**src/rtl/tmr_defs.svh**
```systemverilog
// Register map, field, reset and count constants of the timer mode control
// What this block does
// - Nonzero output mode routes channel wave to pin, except in reserved mode 13 and for code 01 where the channel cannot toggle; A bits 7:6, B 5:4
// - Output mode meaning depends on non-PWM, fast or dual-slope class
// - Non-PWM: 00 off, 01 toggle, 10 clear, 11 set on match
// - Fast: 10 clears on match, sets at ceiling; 11 the reverse
// - Fast code 01: A toggles only in modes 14, 15; B off
// - Fast: match at ceiling ignored when upper bit set; ceiling action stays
// - Dual code 01: A toggles only in modes 8 to 11; B off
// - Dual: 10 clears on up match, sets on down; 11 reverse
// - Control A bits 3:2 read zero and ignore writes
// - Waveform mode joins control A bits 1:0 with control B pair
// - Modes 0, 4, 12: ceiling max, compare A, capture; immediate loads
// - Modes 1-3 dual-slope, fixed ceilings; load at ceiling, flag at floor
// - Fast modes 5-7, 14, 15; load and flag at ceiling
// - Modes 8, 9 dual-slope; load and flag at floor
// - Modes 10, 11 dual-slope; load at ceiling, flag at floor
// - Dual: compare at floor holds low, at ceiling high; inverted opposite
// - Dual: counter turns at ceiling without a hold, ceiling minus one on the next cycle
`ifndef TMR_DEFS_SVH
`define TMR_DEFS_SVH
`define TMR_IDX_CTRL_A 8'h80
`define TMR_IDX_CTRL_B 8'h81
`define TMR_ADDR_CTRL_A {2'h0, `TMR_IDX_CTRL_A, 2'h0}
`define TMR_ADDR_CTRL_B {2'h0, `TMR_IDX_CTRL_B, 2'h0}
`define TMR_ADDR_CMP_A 12'h220
`define TMR_ADDR_CMP_B 12'h224
`define TMR_ADDR_CAP 12'h228
`define TMR_ADDR_CNT 12'h22C
`define TMR_ADDR_STAT 12'h230
`define TMR_ADDR_PORT 12'h234
`define TMR_A_OM_HI 7
`define TMR_A_WM 1:0
`define TMR_B_WM 4:3
`define TMR_B_CS 2:0
`define TMR_A_WMASK 8'hF3
`define TMR_B_WMASK 8'hDF
`define TMR_PORT_DIR 1:0
`define TMR_PORT_DATA 5:4
`define TMR_RST8 8'h00
`define TMR_RST16 16'h0000
`define TMR_FLOOR 16'h0000
`define TMR_TOP_MAX 16'hFFFF
`define TMR_TOP8 16'h00FF
`define TMR_TOP9 16'h01FF
`define TMR_TOP10 16'h03FF
`define TMR_WM_PC8 4'h1
`define TMR_WM_PC9 4'h2
`define TMR_WM_PC10 4'h3
`define TMR_WM_COM_A 4'h4
`define TMR_WM_F8 4'h5
`define TMR_WM_F9 4'h6
`define TMR_WM_F10 4'h7
`define TMR_WM_PF_CAP 4'h8
`define TMR_WM_PF_A 4'h9
`define TMR_WM_PC_CAP 4'hA
`define TMR_WM_PC_A 4'hB
`define TMR_WM_COM_CAP 4'hC
`define TMR_WM_RSVD 4'hD
`define TMR_WM_F_CAP 4'hE
`define TMR_WM_F_A 4'hF
`endif

```
**src/rtl/tmr_pkg.sv**
```systemverilog
// Types shared by the timer mode control modules
package tmr_pkg;
  typedef enum logic [1:0] {TMR_CLS_NONPWM, TMR_CLS_FAST, TMR_CLS_DUAL}
    tmr_class_type;
  typedef enum logic {TMR_UP, TMR_DOWN} tmr_dir_type;
endpackage : tmr_pkg

```
**src/rtl/tmr_wave_if.sv**
```systemverilog
// Per-channel link between counter core and waveform unit
`timescale 1ns/1ps
interface tmr_wave_if;
  import tmr_pkg::*;
  tmr_class_type cls;
  logic [1:0] om;
  logic en;
  logic toggle_ok;
  logic match;
  logic match_up;
  logic at_top;
  logic cmp_floor;
  logic cmp_top;
  logic wave;
  logic drive;
  modport ctl (output cls, om, en, toggle_ok, match, match_up, at_top,
    cmp_floor, cmp_top, input wave, drive);
  modport unit (input cls, om, en, toggle_ok, match, match_up, at_top,
    cmp_floor, cmp_top, output wave, drive);
endinterface : tmr_wave_if

```
**src/rtl/tmr_wave_unit.sv**
```systemverilog
// Waveform output unit of one compare channel
`timescale 1ns/1ps
module tmr_wave_unit
(
  // Clock and reset
  input wire logic clk_i,
  input wire logic nrst_i,
  // Channel link
  tmr_wave_if.unit wif
);
  import tmr_pkg::*;

  logic wave_q;
  logic wave_d;

  assign wif.wave = wave_q;
  assign wif.drive = wif.en && (wif.om[1] || (wif.om[0] && wif.toggle_ok));

  always_comb
  begin
    wave_d = wave_q;
    case (wif.cls)
      TMR_CLS_NONPWM:
        if (wif.match)
          wave_d = wif.om[1] ? wif.om[0] : (wave_q ^ wif.om[0]);
      TMR_CLS_FAST:
        if (wif.at_top && wif.om[1])
          wave_d = !wif.om[0];
        else if (wif.match && wif.om[1])
          wave_d = wif.om[0];
        else if (wif.match && wif.om[0] && wif.toggle_ok)
          wave_d = !wave_q;
      default:
        if (wif.cmp_floor && wif.om[1])
          wave_d = wif.om[0];
        else if (wif.cmp_top && wif.om[1])
          wave_d = !wif.om[0];
        else if (wif.match && wif.om[1])
          wave_d = wif.match_up ? wif.om[0] : !wif.om[0];
        else if (wif.match && wif.om[0] && wif.toggle_ok)
          wave_d = !wave_q;
    endcase
  end

  always_ff @(posedge clk_i or negedge nrst_i)
  begin
    if (!nrst_i)
      wave_q <= 1'b0;
    else
      wave_q <= wave_d;
  end
endmodule : tmr_wave_unit

```
**src/rtl/tmr_wave_ctrl.sv**
```systemverilog
// APB-reached mode and compare-output control of a 16-bit timer
`timescale 1ns/1ps
`include "tmr_defs.svh"

module tmr_wave_ctrl
(
  // Clock and reset
  input wire logic clk_i,
  input wire logic nrst_i,
  // APB slave
  input wire logic psel_i,
  input wire logic penable_i,
  input wire logic pwrite_i,
  input wire logic [11:0] paddr_i,
  input wire logic [31:0] pwdata_i,
  input wire logic [3:0] pstrb_i,
  output logic [31:0] prdata_o,
  output logic pready_o,
  output logic pslverr_o,
  // Waveform pins
  output logic chan_a_pin_o,
  output logic chan_a_pin_oen_o,
  output logic chan_b_pin_o,
  output logic chan_b_pin_oen_o
);
  import tmr_pkg::*;

  // ********************************
  // State
  // ********************************
  logic [7:0] ctrl_a_q;
  logic [7:0] ctrl_b_q;
  logic [15:0] cmp_buf_q [2];
  logic [15:0] cmp_q [2];
  logic [15:0] cap_q;
  logic [15:0] cnt_q;
  logic [15:0] cnt_d;
  tmr_dir_type dir_q;
  tmr_dir_type dir_d;
  logic ovf_q;
  logic [1:0] port_dir_q;
  logic [1:0] port_data_q;
  logic [31:0] prdata_q;
  logic pready_q;
  logic pslverr_q;
  logic pin_q [2];
  logic pin_oen_q [2];

  function automatic logic [15:0] merge16(input logic [15:0] old,
    input logic [31:0] wd, input logic [3:0] st);
    merge16 = {st[1] ? wd[15:8] : old[15:8], st[0] ? wd[7:0] : old[7:0]};
  endfunction : merge16

  // ********************************
  // Mode decode
  // ********************************
  wire [3:0] waveform_mode = {ctrl_b_q[`TMR_B_WM], ctrl_a_q[`TMR_A_WM]};

  wire is_fast = waveform_mode inside {`TMR_WM_F8, `TMR_WM_F9,
    `TMR_WM_F10, `TMR_WM_F_CAP, `TMR_WM_F_A};
  wire is_dual = waveform_mode inside {`TMR_WM_PC8, `TMR_WM_PC9,
    `TMR_WM_PC10, `TMR_WM_PF_CAP, `TMR_WM_PF_A, `TMR_WM_PC_CAP,
    `TMR_WM_PC_A};
  wire is_rsvd = waveform_mode == `TMR_WM_RSVD;
  tmr_class_type wave_class;
  assign wave_class = is_fast ? TMR_CLS_FAST :
    is_dual ? TMR_CLS_DUAL : TMR_CLS_NONPWM;

  wire top_from_a = waveform_mode inside {`TMR_WM_COM_A, `TMR_WM_PF_A,
    `TMR_WM_PC_A, `TMR_WM_F_A};
  wire top_from_cap = waveform_mode inside {`TMR_WM_PF_CAP,
    `TMR_WM_PC_CAP, `TMR_WM_COM_CAP, `TMR_WM_F_CAP};
  wire [1:0] res_sel = waveform_mode[1:0];
  wire [15:0] fixed_top = waveform_mode[3] ? `TMR_TOP_MAX :
    res_sel == 2'h1 ? `TMR_TOP8 :
    res_sel == 2'h2 ? `TMR_TOP9 :
    res_sel == 2'h3 ? `TMR_TOP10 : `TMR_TOP_MAX;
  wire [15:0] top_val = top_from_a ? cmp_q[0] :
    top_from_cap ? cap_q : fixed_top;
  wire upd_floor = waveform_mode inside {`TMR_WM_PF_CAP, `TMR_WM_PF_A};
  wire run = |ctrl_b_q[`TMR_B_CS];

  // ********************************
  // APB decode
  // ********************************
  wire setup = psel_i && !penable_i;
  wire hit_ca = paddr_i == `TMR_ADDR_CTRL_A;
  wire hit_cb = paddr_i == `TMR_ADDR_CTRL_B;
  wire hit_cmpa = paddr_i == `TMR_ADDR_CMP_A;
  wire hit_cmpb = paddr_i == `TMR_ADDR_CMP_B;
  wire hit_cap = paddr_i == `TMR_ADDR_CAP;
  wire hit_cnt = paddr_i == `TMR_ADDR_CNT;
  wire hit_st = paddr_i == `TMR_ADDR_STAT;
  wire hit_port = paddr_i == `TMR_ADDR_PORT;
  wire hit = |{hit_ca, hit_cb, hit_cmpa, hit_cmpb, hit_cap, hit_cnt,
    hit_st, hit_port};
  wire [1:0] hit_cmp = {hit_cmpb, hit_cmpa};

  // Writes land at the access edge that carries pready
  wire wr_go = psel_i && penable_i && pready_q && pwrite_i && !pslverr_q;
  wire wr_ca = wr_go && hit_ca && pstrb_i[0];
  wire wr_cb = wr_go && hit_cb && pstrb_i[0];
  wire wr_cap = wr_go && hit_cap;
  wire cnt_wr = wr_go && hit_cnt;
  wire wr_st = wr_go && hit_st && pstrb_i[0];
  wire wr_port = wr_go && hit_port && pstrb_i[0];

  wire [31:0] rd_w =
    hit_ca ? {24'h000000, ctrl_a_q & `TMR_A_WMASK} :
    hit_cb ? {24'h000000, ctrl_b_q & `TMR_B_WMASK} :
    hit_cmpa ? {16'h0000, cmp_buf_q[0]} :
    hit_cmpb ? {16'h0000, cmp_buf_q[1]} :
    hit_cap ? {16'h0000, cap_q} :
    hit_cnt ? {16'h0000, cnt_q} :
    hit_st ? {31'h00000000, ovf_q} :
    hit_port ? {26'h0000000, port_data_q, 2'h0, port_dir_q} :
    32'h00000000;

  assign prdata_o = prdata_q;
  assign pready_o = pready_q;
  assign pslverr_o = pslverr_q;

  // Zero-wait answer prepared in the setup cycle
  always_ff @(posedge clk_i or negedge nrst_i)
  begin
    if (!nrst_i)
    begin
      pready_q <= 1'b0;
      pslverr_q <= 1'b0;
      prdata_q <= 32'h00000000;
    end
    else
    begin
      pready_q <= setup;
      pslverr_q <= setup && !hit;
      prdata_q <= (setup && hit && !pwrite_i) ? rd_w : 32'h00000000;
    end
  end

  // ********************************
  // Control registers
  // ********************************
  always_ff @(posedge clk_i or negedge nrst_i)
  begin
    if (!nrst_i)
    begin
      ctrl_a_q <= `TMR_RST8;
      ctrl_b_q <= `TMR_RST8;
    end
    else
    begin
      if (wr_ca)
        ctrl_a_q <= pwdata_i[7:0] & `TMR_A_WMASK;
      if (wr_cb)
        ctrl_b_q <= pwdata_i[7:0] & `TMR_B_WMASK;
    end
  end

  always_ff @(posedge clk_i or negedge nrst_i)
  begin
    if (!nrst_i)
    begin
      cap_q <= `TMR_RST16;
      port_dir_q <= 2'h0;
      port_data_q <= 2'h0;
    end
    else
    begin
      if (wr_cap)
        cap_q <= merge16(cap_q, pwdata_i, pstrb_i);
      if (wr_port)
      begin
        port_dir_q <= pwdata_i[`TMR_PORT_DIR];
        port_data_q <= pwdata_i[`TMR_PORT_DATA];
      end
    end
  end

  // ********************************
  // Counter
  // ********************************
  wire tick = run && !cnt_wr;
  wire at_top = cnt_q == top_val;
  wire past_top = cnt_q >= top_val;
  wire at_floor = cnt_q == `TMR_FLOOR;
  wire ev_top = tick && at_top;
  wire ev_floor = tick && at_floor && dir_q == TMR_DOWN;
  wire ev_max = tick && cnt_q == `TMR_TOP_MAX;
  wire ovf_set = is_fast ? ev_top :
    is_dual ? ev_floor : ev_max;
  wire cmp_upd = wave_class == TMR_CLS_NONPWM ||
    (upd_floor ? ev_floor : ev_top);

  always_comb
  begin
    cnt_d = cnt_q;
    dir_d = dir_q;
    if (cnt_wr)
      cnt_d = merge16(cnt_q, pwdata_i, pstrb_i);
    else if (run)
    begin
      case (dir_q)
        TMR_UP:
          if (is_dual && past_top)
          begin
            dir_d = TMR_DOWN;
            cnt_d = at_floor ? `TMR_FLOOR : cnt_q - 16'h0001;
          end
          else if (past_top)
            cnt_d = `TMR_FLOOR;
          else
            cnt_d = cnt_q + 16'h0001;
        default:
          if (at_floor)
          begin
            dir_d = TMR_UP;
            cnt_d = cnt_q + 16'h0001;
          end
          else
            cnt_d = cnt_q - 16'h0001;
      endcase
    end
  end

  always_ff @(posedge clk_i or negedge nrst_i)
  begin
    if (!nrst_i)
    begin
      cnt_q <= `TMR_RST16;
      dir_q <= TMR_UP;
    end
    else
    begin
      cnt_q <= cnt_d;
      dir_q <= dir_d;
    end
  end

  // Overflow flag: the set beats a clear in the same cycle
  always_ff @(posedge clk_i or negedge nrst_i)
  begin
    if (!nrst_i)
      ovf_q <= 1'b0;
    else
      ovf_q <= ovf_set || (ovf_q && !(wr_st && pwdata_i[0]));
  end

  // ********************************
  // Compare channels
  // ********************************
  tmr_wave_if wif [2] ();
  wire [1:0] toggle_ok;
  assign toggle_ok[0] = wave_class == TMR_CLS_NONPWM ||
    (is_fast && waveform_mode inside {`TMR_WM_F_CAP, `TMR_WM_F_A}) ||
    (is_dual && waveform_mode[3]);
  assign toggle_ok[1] = wave_class == TMR_CLS_NONPWM;

  genvar ch;
  generate
    for (ch = 0; ch < 2; ch++)
    begin : g_chan
      assign wif[ch].cls = wave_class;
      assign wif[ch].om = ctrl_a_q[`TMR_A_OM_HI - 2 * ch -: 2];
      assign wif[ch].en = !is_rsvd;
      assign wif[ch].toggle_ok = toggle_ok[ch];
      assign wif[ch].match = tick && cnt_q == cmp_q[ch];
      assign wif[ch].match_up = dir_q == TMR_UP;
      assign wif[ch].at_top = ev_top && is_fast;
      assign wif[ch].cmp_floor = cmp_q[ch] == `TMR_FLOOR;
      assign wif[ch].cmp_top = cmp_q[ch] == top_val;

      tmr_wave_unit u_unit (
        .clk_i(clk_i),
        .nrst_i(nrst_i),
        .wif(wif[ch])
      );

      always_ff @(posedge clk_i or negedge nrst_i)
      begin
        if (!nrst_i)
        begin
          cmp_buf_q[ch] <= `TMR_RST16;
          cmp_q[ch] <= `TMR_RST16;
        end
        else
        begin
          if (wr_go && hit_cmp[ch])
            cmp_buf_q[ch] <= merge16(cmp_buf_q[ch], pwdata_i, pstrb_i);
          if (cmp_upd)
            cmp_q[ch] <= cmp_buf_q[ch];
        end
      end

      // Pin: wave when routed, port data otherwise
      always_ff @(posedge clk_i or negedge nrst_i)
      begin
        if (!nrst_i)
        begin
          pin_q[ch] <= 1'b0;
          pin_oen_q[ch] <= 1'b1;
        end
        else
        begin
          pin_q[ch] <= wif[ch].drive ? wif[ch].wave : port_data_q[ch];
          pin_oen_q[ch] <= !port_dir_q[ch];
        end
      end
    end
  endgenerate

  assign chan_a_pin_o = pin_q[0];
  assign chan_a_pin_oen_o = pin_oen_q[0];
  assign chan_b_pin_o = pin_q[1];
  assign chan_b_pin_oen_o = pin_oen_q[1];
endmodule : tmr_wave_ctrl

```
**config.mk**
```make
export PLATFORM = sky130hd
export DESIGN_NAME = tmr_wave_ctrl
export DESIGN_NICKNAME = d
export VERILOG_FILES = /design/src/rtl/tmr_pkg.sv /design/src/rtl/tmr_wave_if.sv /design/src/rtl/tmr_wave_unit.sv /design/src/rtl/tmr_wave_ctrl.sv
export VERILOG_INCLUDE_DIRS = /design/src /design/src/rtl
export SDC_FILE = /design/constraint.sdc
export NUM_CORES = 1
export LEC_CHECK = 0
export BUFFER_PORTS_ARGS = -buffer_cell sky130_fd_sc_hd__buf_2
export CORE_MARGIN = 2
export CORE_UTILIZATION = 45
export CTS_CLUSTER_DIAMETER = 60
export DETAILED_ROUTE_END_ITERATION = 16
export SLEW_MARGIN = 20
export SYNTH_ARGS = -nofsm -noshare
export SYNTH_HDL_FRONTEND = slang
export SYNTH_SLANG_ARGS = --single-unit
```
**constraint.sdc**
```tcl
create_clock -name clk_i -period 5.56 [get_ports clk_i]
set_clock_uncertainty 0.05 [all_clocks]
set_input_delay 0.556 -clock clk_i [delete_from_list [all_inputs] [get_ports clk_i]]
set_output_delay 0.556 -clock clk_i [all_outputs]
set_load 0.005 [all_outputs]
```
== Yosys cells after proc, flatten, opt, wreduce, memory -nomap -nowiden ==
Index checks and enable logic that the tools add are counted.
Word-level totals
  register bits after elaboration: 139
  bits of input ports: 53
Operators by class
  add/sub/neg operators: 2
  $lt $le $gt $ge: 1
  eq/ne operators: 37
  muxes and demuxes: 54
  bitwise operators: 3
  reductions and logical operators: 90
Operators with widths (number)
  16-bit two-way mux: 20
  12-bit by 10-bit equality test with 1-bit output (second input constant): 8
  16-bit equality test: 5
  1-bit logical AND: 49
  16-bit zero test: 3
  4-bit equality test (second input constant): 8
  1-bit two-way mux: 26
  2-bit AND reduction: 9
  16-bit by 1-bit adder with 16-bit output (second input constant): 1
  16-bit equality test (second input constant): 1
  4-bit by 3-bit equality test with 1-bit output (second input constant): 4
  16-bit >= comparator: 1
  8-bit two-way mux: 2
  16-bit by 1-bit subtractor with 16-bit output (second input constant): 1
  1-bit zero test: 13
  6-bit two-way mux: 2
  4-bit by 2-bit equality test with 1-bit output (second input constant): 2
  2-bit inequality test (second input constant): 4
  4-bit nonzero test: 2
  8-bit OR reduction: 1
  7-bit nonzero test: 1
  1-bit logical OR: 6
  2-bit nonzero test: 3
  5-bit nonzero test: 1
  9 further kinds: 14

== Depth between registers and ports, before layout ==
Gate-level depths: netlist of the first run.
  word-level depth: 15
  gate-level depth with buffers: 19

== Cells and area by module ==
A second synthesis of the first run with hierarchy kept.
Second synthesis, totals
  cells, all modules: 942
  area total of the unflattened synthesis: 9158.8 um^2
By module, submodules not included
  tmr_wave_ctrl: instances 1, cells an instance 884, area an instance 8758.4 um^2, sequential area each 3430.8 um^2
  tmr_wave_unit: instances 2, cells an instance 29, area an instance 200.2 um^2, sequential area each 25.0 um^2

== Worst setup path after synthesis of the first run ==
OpenSTA, ideal clock, no wires.
  path kind: reg2reg
  start point: register ctrl_a_q[0]
  end point: register cnt_q[11]
  library setup time: 0.066 ns
  arrival time: 3.814 ns
  data required time: 5.444 ns
  slack: 1.630 ns
  cell stages (with the launch flop): 17
  buffers on the path: 2
  period minus slack after synthesis: 3.930 ns
  cells stage by stage: dfrtp_1 inv_1 ha_1 o21ai_4 clkbuf_1 a2bb2oi_1 mux2i_1 ha_1 nand4_1 nor3_1 nor4b_1 o22a_2 nor4_4 or2_1 buf_6 o32ai_1 a22o_1
On the way
  word-level cells in the longest chain between the ends: 13
  elaborated cells between the ends (all ways): 30
Ends and longest elaborated chain
  start, declared: RTL line tmr_wave_ctrl.sv:31  | logic [7:0] ctrl_a_q;
  start signal, assigned: RTL line tmr_wave_ctrl.sv:147  | ctrl_a_q <= `TMR_RST8;
  start signal, assigned: RTL line tmr_wave_ctrl.sv:153  | ctrl_a_q <= pwdata_i[7:0] & `TMR_A_WMASK;
  2-bit equality test: RTL line tmr_wave_ctrl.sv:77  | res_sel == 2'h3 ? `TMR_TOP10 : `TMR_TOP_MAX;
  16-bit two-way mux (no source line) (4 in series)
  16-bit two-way mux: RTL line tmr_wave_ctrl.sv:79  | top_from_cap ? cap_q : fixed_top;
  16-bit two-way mux: RTL line tmr_wave_ctrl.sv:78  | wire [15:0] top_val = top_from_a ? cmp_q[0] :
  16-bit >= comparator: RTL line tmr_wave_ctrl.sv:184  | wire past_top = cnt_q >= top_val;
  16-bit two-way mux or 1-bit logical AND (tied branches): RTL line tmr_wave_ctrl.sv:209, tmr_wave_ctrl.sv:204
  16-bit two-way mux (*): RTL line tmr_wave_ctrl.sv:204  | if (is_dual && past_top)
  16-bit two-way mux (*): RTL line tmr_wave_ctrl.sv:202  | case (dir_q)
  16-bit two-way mux (*): RTL line tmr_wave_ctrl.sv:200  | else if (run)
  16-bit two-way mux (*): RTL line tmr_wave_ctrl.sv:198  | if (cnt_wr)
  end signal, assigned: RTL line tmr_wave_ctrl.sv:229  | cnt_q <= `TMR_RST16;
  end signal, assigned: RTL line tmr_wave_ctrl.sv:234  | cnt_q <= cnt_d;
  end, declared: RTL line tmr_wave_ctrl.sv:36  | logic [15:0] cnt_q;
Mark *: on every way between the ends. The rest lies on a longest branch, timed or not. The select of a mux whose other input is x is not followed.
A chain may end at the register's enable or synchronous reset.

== Worst setup path in the final report of the first run ==
  start point: register ctrl_a_q[1]
  end point: register cnt_q[13]
Same word-level chain as after synthesis.

==> impl_results.md, run 1 <==
- Die W: 148 µm
- Port Buffer Count: 56
- Count of cell types in the netlist: 87
- Final setup TNS: 0 ps
- Top_reg_cell synth: dfrtp_1
- Warning count from the yosys run: 0
- Slew margin rel.: around 28%
- Top cell type's share of synthesized area: between 30% and 40%
- Hold Crit Class: primary input to async pin
- CORE AREA: 20300 µm²
- Status: finished clean
- Final min period: between 4000 and 5000 ps
- Cell Pwr Density: between 200 and 250 nW/µm²
- H-tree depth: 4
- P_leak: approximately 0.0047 µW
- Post-CTS Hold Fix Bufs: 0
- Num Clock Sinks: ~140
- Max Freq: around 200 MHz
- Clk Latency, worst-skew pair: ~440 ps
- Number of global-route vias before repair: between 7000 and 8000
- Max-slew violation count: 0
- First-pass GRT wire length: 45800 µm
- Antenna viol nets, final: 0
- Final Hold Violating Endpoints: 0
- CP Class: flip-flop to flip-flop
- Total track usage: between 20% and 30%
- CTS buffer count: 17
- Peak supply drop: approximately 190 µV
- Critical path peak fanout: 13
- Synth-to-layout area growth: 10.8%
- Synthesized flop and latch total: between 100 and 150
- GRT overflow: 0
- Worst Tran Pin Value: between 1000 and 1500 ps
- Reg2Reg Depth: 15
- Synth top cells by count: dfrtp_1, mux2_2, nor2_1
- Synth area leader: dfrtp_1
- DR iter-0 viols: 655
- Crit path capture type: flip-flop
- Worst Setup Start Kind: flip-flop
- Reg area: around 3500 µm²
- Count leader, synth: dfrtp_1
- Synth area leaders: dfrtp_1, mux2_2, xnor2_1
- Routed len/inst: between 20 and 25 µm
- Final setup viols: 0
- Drt drc: 0
- WL final: 29800 µm
- Clock buffer depth: 2
- Die ar.: approximately 22000 µm²
- Antenna violations before repair: 0
- Gpl congestion: approximately 0.96
- CTS tree: yes
- FFs w/ async S/R, synth: between 90% and 100%
- CTS resizes: 0
- Vias per cell: 6.12
- Via Count: 7856
- Largest net degree at the start of global routing: 99
- Antenna Cells: 0
- Post-CTS setup buffer count: 0
- Unrepaired setup endpoints after global routing: false
- Area occupied by multi-input gates: ~5400 µm²
- Ports: between 90 and 100
- Clock transition at the registers of the reported paths: ~60 ps
- # fillers: 1877
- Number of max-cap violations: 0
- Critical Path RT: roughly 5800 ps
- Sequential area share after synthesis: ~37%
- Layout cell share with drive strength beyond 1: between 20% and 30%
- Std-Cell Rows: 52
- CP arrival: a little over 5000 ps
- Fin crit share: about 90%
- DP HPWL: about 22000 µm
- Pwr Total: about 2200 µW
- Initial Utilization: between 40% and 50%
- EDFF count, synth: 0
- First-pass DRT Iterations: 6
- Synth Area per Inst: ~9.6 µm²
- Mapped Area: 9310 µm²
- Synthesized instance count: a little under 1000
- Root buf cell: clkbuf_16
- Die Ht: about 150 µm
- Nets: about 1100
[final cells by class]
type | count | area share (%)
inverters | 31 | 1.13
repair buffers | 69 | 3.72
well taps | 270 | 3.27
clock inverters | 14 | 1.49
flip-flops and latches | 139 | 33.7
clock buffers | 18 | 4.26
multi-input cells | 742 | 52.4
[power breakdown]
| part | internal, µW | switching, µW |
|---|---|---|
| sequential | 1010 | 3.92 |
| clock | 647 | 500 |
| combinational | 20.7 | 59.6 |
[sequential cells by signal, indices dropped and copies added (netlist names), 2 cells and up]
register                cells
cap_q                      16
cmp_buf_q                  32
cmp_q                      32
cnt_q                      16
ctrl_a_q                    6
ctrl_b_q                    7
g_chan.u_unit.wif.wave      2
port_data_q                 2
port_dir_q                  2
prdata_o                   16
[cell families after synthesis]
family	share of synthesized area, %
AND/OR/NAND/NOR	18.0
AO/OA/AOI/OAI	16.5
flip-flops	37.4
multiplexers	14.1
buffers and inverters	5.45
XOR/XNOR	5.55
adder cells (fa/ha/maj)	2.96
other	0.0403
[metrics by stage]
| step | cell area [µm²] | setup slack, ps | utilization, % | cells | hold WS, ps |
|---|---|---|---|---|---|
| 6_report | 10300 | 632 | 50.8 | 1283 | 169 |
| 3_5_place_dp | 9710 | 627 | 47.8 | 1251 | 364 |
| 5_1_grt | 10300 | 235 | 50.8 | 1283 | 266 |
| 3_3_place_gp | 9710 | 664 | 47.8 | 1251 | 356 |
| 4_1_cts | 10300 | 620 | 50.8 | 1283 | 224 |
| 2_1_floorplan | 9370 | 1630 | - | 985 | 210 |
[path summary, 6_finish.rpt]
path	startpoint	endpoint	slack, ps
worst min register to register	port_dir_q[1]$_DFFE_PN0P_	chan_b_pin_oen_o$_DFF_PN1_	390
min in group clk_i	psel_i	pready_o$_DFF_PN0_	360
max in group asynchronous	nrst_i	chan_a_pin_oen_o$_DFF_PN1_	4210
worst max-delay path	ctrl_a_q[1]$_DFFE_PN0P_	cnt_q[13]$_DFFE_PN0P_	630
worst max register to register	ctrl_a_q[1]$_DFFE_PN0P_	cnt_q[13]$_DFFE_PN0P_	630
worst min-delay path	nrst_i	cnt_q[13]$_DFFE_PN0P_	170
[critical path: stages, from the launching register on]
cell	delay (ps)
dfrtp_1	410
inv_1	130
ha_1	330
nand2b_1	140
buf_4	190
a32oi_2	590
nor2_1	110
a21oi_1	280
ha_1	330
a21oi_1	160
a21oi_1	90
a2111o_1	440
nor4_4	610
or2_1	460
a31oi_1	140
a211o_1	320
[per-layer routing]
metal,wire (µm),vias up,global-route usage [%]
met5,0,-,0
met4,901,0,9.05
met3,2140,63,5.68
met2,13900,335,43.6
met1,12900,3833,38.5
li1,-,3625,-
[cells in the final DEF (no fill, tap or decap), types with 20 or more instances in the layout]
cell     count
nor2_1      69
nand2_1     59
dfrtp_1    137
ha_1        22
a21oi_1     46
nor3_1      31
nand3_1     24
nor4_1      22
xor2_1      24
inv_1       30
o21ai_0     46
mux2_1      20
nand4_1     24
buf_2       55
mux2_2      77
xnor2_1     35
Power figures use the tool's default switching activity.
==> run 2: changes to the inputs <==
--- a/config.mk
+++ b/config.mk
@@ -7,10 +7,12 @@
 export NUM_CORES = 1
 export LEC_CHECK = 0
 export BUFFER_PORTS_ARGS = -buffer_cell sky130_fd_sc_hd__buf_2
+export CORE_ASPECT_RATIO = 0.6
 export CORE_MARGIN = 2
 export CORE_UTILIZATION = 45
 export CTS_CLUSTER_DIAMETER = 60
 export DETAILED_ROUTE_END_ITERATION = 16
+export PLACE_DENSITY = 0.66
 export SLEW_MARGIN = 20
 export SYNTH_ARGS = -nofsm -noshare
 export SYNTH_HDL_FRONTEND = slang
==> constraint.sdc (replaced) <==
create_clock -name clk_i -period 4.4 [get_ports clk_i]
set_clock_uncertainty 0.05 [all_clocks]
set_input_delay 0.44 -clock clk_i [delete_from_list [all_inputs] [get_ports clk_i]]
set_output_delay 0.44 -clock clk_i [all_outputs]
set_load 0.005 [all_outputs]
==> impl_results.md, run 2 (synthesis results as in run 1) <==
- P_leak: 0.00496 µW (+6.6%)
- Vias per cell: 6.29 (+2.7%)
- Ports: 91 (unchanged)
- Cells after DPL: 1312 (+4.9%)
- CORE AREA: 20200 µm² (-0.64%)
- Worst Setup Start Kind: flip-flop
- Gpl congestion: 1.02 (+6.1%)
- Cell Pwr Density: 267 nW/µm² (+23%)
- Critical Path RT: 4660 ps (-1160 ps)
- Power Internal: 2190 µW (+30%)
- Clk Latency, worst-skew pair: 440 ps (about the same)
- Antenna viol nets, final: 0 (unchanged)
- Met3 wire len: 4800 µm (+120%)
- Top delay family on crit path: compound AO/OA/AOI/OAI gates
- Worst Tran Pin Value: 1050 ps (-17.9 ps)
- Post-CTS Hold Fix Bufs: 0 (unchanged)
- Pwr Total: 2910 µW (+29%)
- Net switching power: 716 µW (+27%)
- GRT overflow: 0 (unchanged)
- Peak supply drop: 265 µV (+42%)
- Slew margin rel.: 29.6% (+1.2 points)
- Port Buffer Count: 56 (unchanged)
- Hold Crit Class: primary input to async pin
- Switching Fraction: 24.6% (-0.47 points)
- Max Freq: 239 MHz (+18%)
- CP Class: flip-flop to flip-flop
- Die ar.: 21900 µm² (+0.18%)
- Finished Core Util: 53.9% (+3.1 points)
- Std-Cell Rows: 40 (-23%)
- Met2 wire length: 12300 µm (-11%)
- Most frequent cells in the layout: dfrtp_1, mux2_2, buf_4, nor2_1, nand2_1
- CTS tree: yes
- Clk pwr share: 51.9% (+0.8 points)
- Num Clock Sinks: 139 (unchanged)
- Synth-to-layout area growth: 16.7%
- CTS buffer count: 17 (unchanged)
- Clock buffer depth: 2 (unchanged)
- Largest net degree at the start of global routing: 83 (-16%)
- Unrepaired setup endpoints after global routing: false
- Hold WS: -29.7 ps (-199 ps)
- Status: complete, but fails checks
- Final setup viols: 0 (unchanged)
- Antenna Cells: 0 (unchanged)
- Number of global-route vias before repair: 7679 (+1.4%)
- Final min period: 4190 ps (-738 ps)
- Crit path capture type: flip-flop
- Met1 Wirelength: 15100 µm (+17%)
- Total track usage: 30.5% (+2.8 points)
- First-pass GRT wire length: 48700 µm (+6.3%)
- First-pass DRT Iterations: 7 (+1)
- DR iter-0 viols: 1040 (+59%)
- Drt drc: 0 (unchanged)
- Final Hold Violating Endpoints: 8 (+8)
- DP HPWL: 24600 µm (+13%)
- CP Buf/Inv Count: 6 (+4)
- Number of max-cap violations: 0 (unchanged)
- Die Ht: 115 µm (-22%)
- Critical path, cell by cell: inv_1, buf_4, ha_1, o21ai_4, buf_12, nor2_1, mux2_2, ha_1, nand4_1, nor3_2, buf_4, o2111a_1, o22a_2, buf_4, nor4_4, buf_4, a21boi_1, a2111oi_1, nor3_1
- Crit-path slowest cell: dfrtp_1
- Top flop regs: cmp_buf_q (32), cmp_q (32)
- Layout cell share with drive strength beyond 1: 27.1% (+5.0 points)
- Clock transition at the registers of the reported paths: 70 ps (about the same)
- Final Instance Area: 10900 µm² (+5.3%)
- Routed len/inst: 24.2 µm (+4.1%)
- Max-slew violation count: 0 (unchanged)
- CP arrival: 4450 ps (-740 ps)
- Commonest non-fill, non-tap cell in the layout: dfrtp_1
- Sequential share of power: 44.2% (-1.1 points)
- Critical path peak fanout: 10 (-3)
- Nets: 1135 (+5.6%)
- Root buf cell: clkbuf_16
- Die W: 190 µm (+28%)
- Combinational Power Share: 3.9% (+0.3 points)
- DR top layer: met4
- Most used cell, CP: buf_4
- Placed inst area: 10200 µm² (+5.0%)
- Fin crit share: 95.2% (+6.6 points)
- Antenna violations before repair: 0 (unchanged)
- Critical Path Max Stage Delay: 410 ps (-200 ps)
- Violated checks: negative hold slack
- Via Count: 8464 (+7.7%)
- Initial Utilization: 46.2% (+0.30 points)
- H-tree depth: 4 (unchanged)
- Post-route insts no fill: 1346 (+4.9%)
- WL final: 32600 µm (+9.2%)
-- run 2: cell count changes in the layout (fill, tap and decap cells not counted), moves of 2 or more --
| cell | delta |
|---|---|
| inv_8 | -2 |
| buf_12 | +2 |
| buf_4 | +57 |
| nor4_2 | +2 |
-- run 2: power by group through the flow --
| stage | registers (µW) | clock network [µW] | logic, µW |
|---|---|---|---|
| after floorplan | 1310 | 0 | 43.8 |
| after global placement | 1310 | 0 | 110 |
| after detailed placement | 1310 | 0 | 112 |
| after CTS | 1280 | 1530 | 112 |
| after global routing | 1280 | 1580 | 124 |
| final | 1280 | 1510 | 114 |
-- run 2: layout make-up --
cell class                 count  area [µm²]
clock inverter                13         158
inverter                      31         116
timing repair buffer         129         880
clock buffer                  19         453
sequential                   139        3480
multi-input combinational    742        5440
fill                        1804        9300
tap                          273         342
-- run 2: what timing repair did --
action / 4_1_cts / 5_1_grt
resized for setup: 0 / 9
setup endpoints to repair: 0 / 34
buffers inserted: 0 / 2
-- run 2: worst paths after layout --
path | depth (start not counted) | slack [ps] | endpoint | start
max | 19 | 210 | cnt_q[15]$_DFFE_PN0P_ | ctrl_a_q[0]$_DFFE_PN0P_
min reg2reg | 1 | 350 | chan_b_pin_oen_o$_DFF_PN1_ | port_dir_q[1]$_DFFE_PN0P_
min in group clk_i | 3 | 250 | pready_o$_DFF_PN0_ | psel_i
max in group asynchronous | 2 | 3290 | cmp_q[6]$_DFFE_PN0P_ | nrst_i
max reg2reg | 19 | 210 | cnt_q[15]$_DFFE_PN0P_ | ctrl_a_q[0]$_DFFE_PN0P_
min | 1 | -30 | cnt_q[15]$_DFFE_PN0P_ | nrst_i
-- run 2: stage by stage --
stage | worst slack, ps | setup TNS (ps)
finish | 210 | 0
global route | 14.8 | 0
CTS | 27.9 | 0
detailed placement | 83.2 | 0
global placement | -77.2 | -221
floorplan | 470 | 0
-- run 2: layer usage --
metal  global-route usage (%)  vias to the layer above
li1                         -                     3756
met1                     48.1                     4215
met2                     38.4                      469
met3                     11.7                       24
met4                     6.20                        0
met5                        0                        -
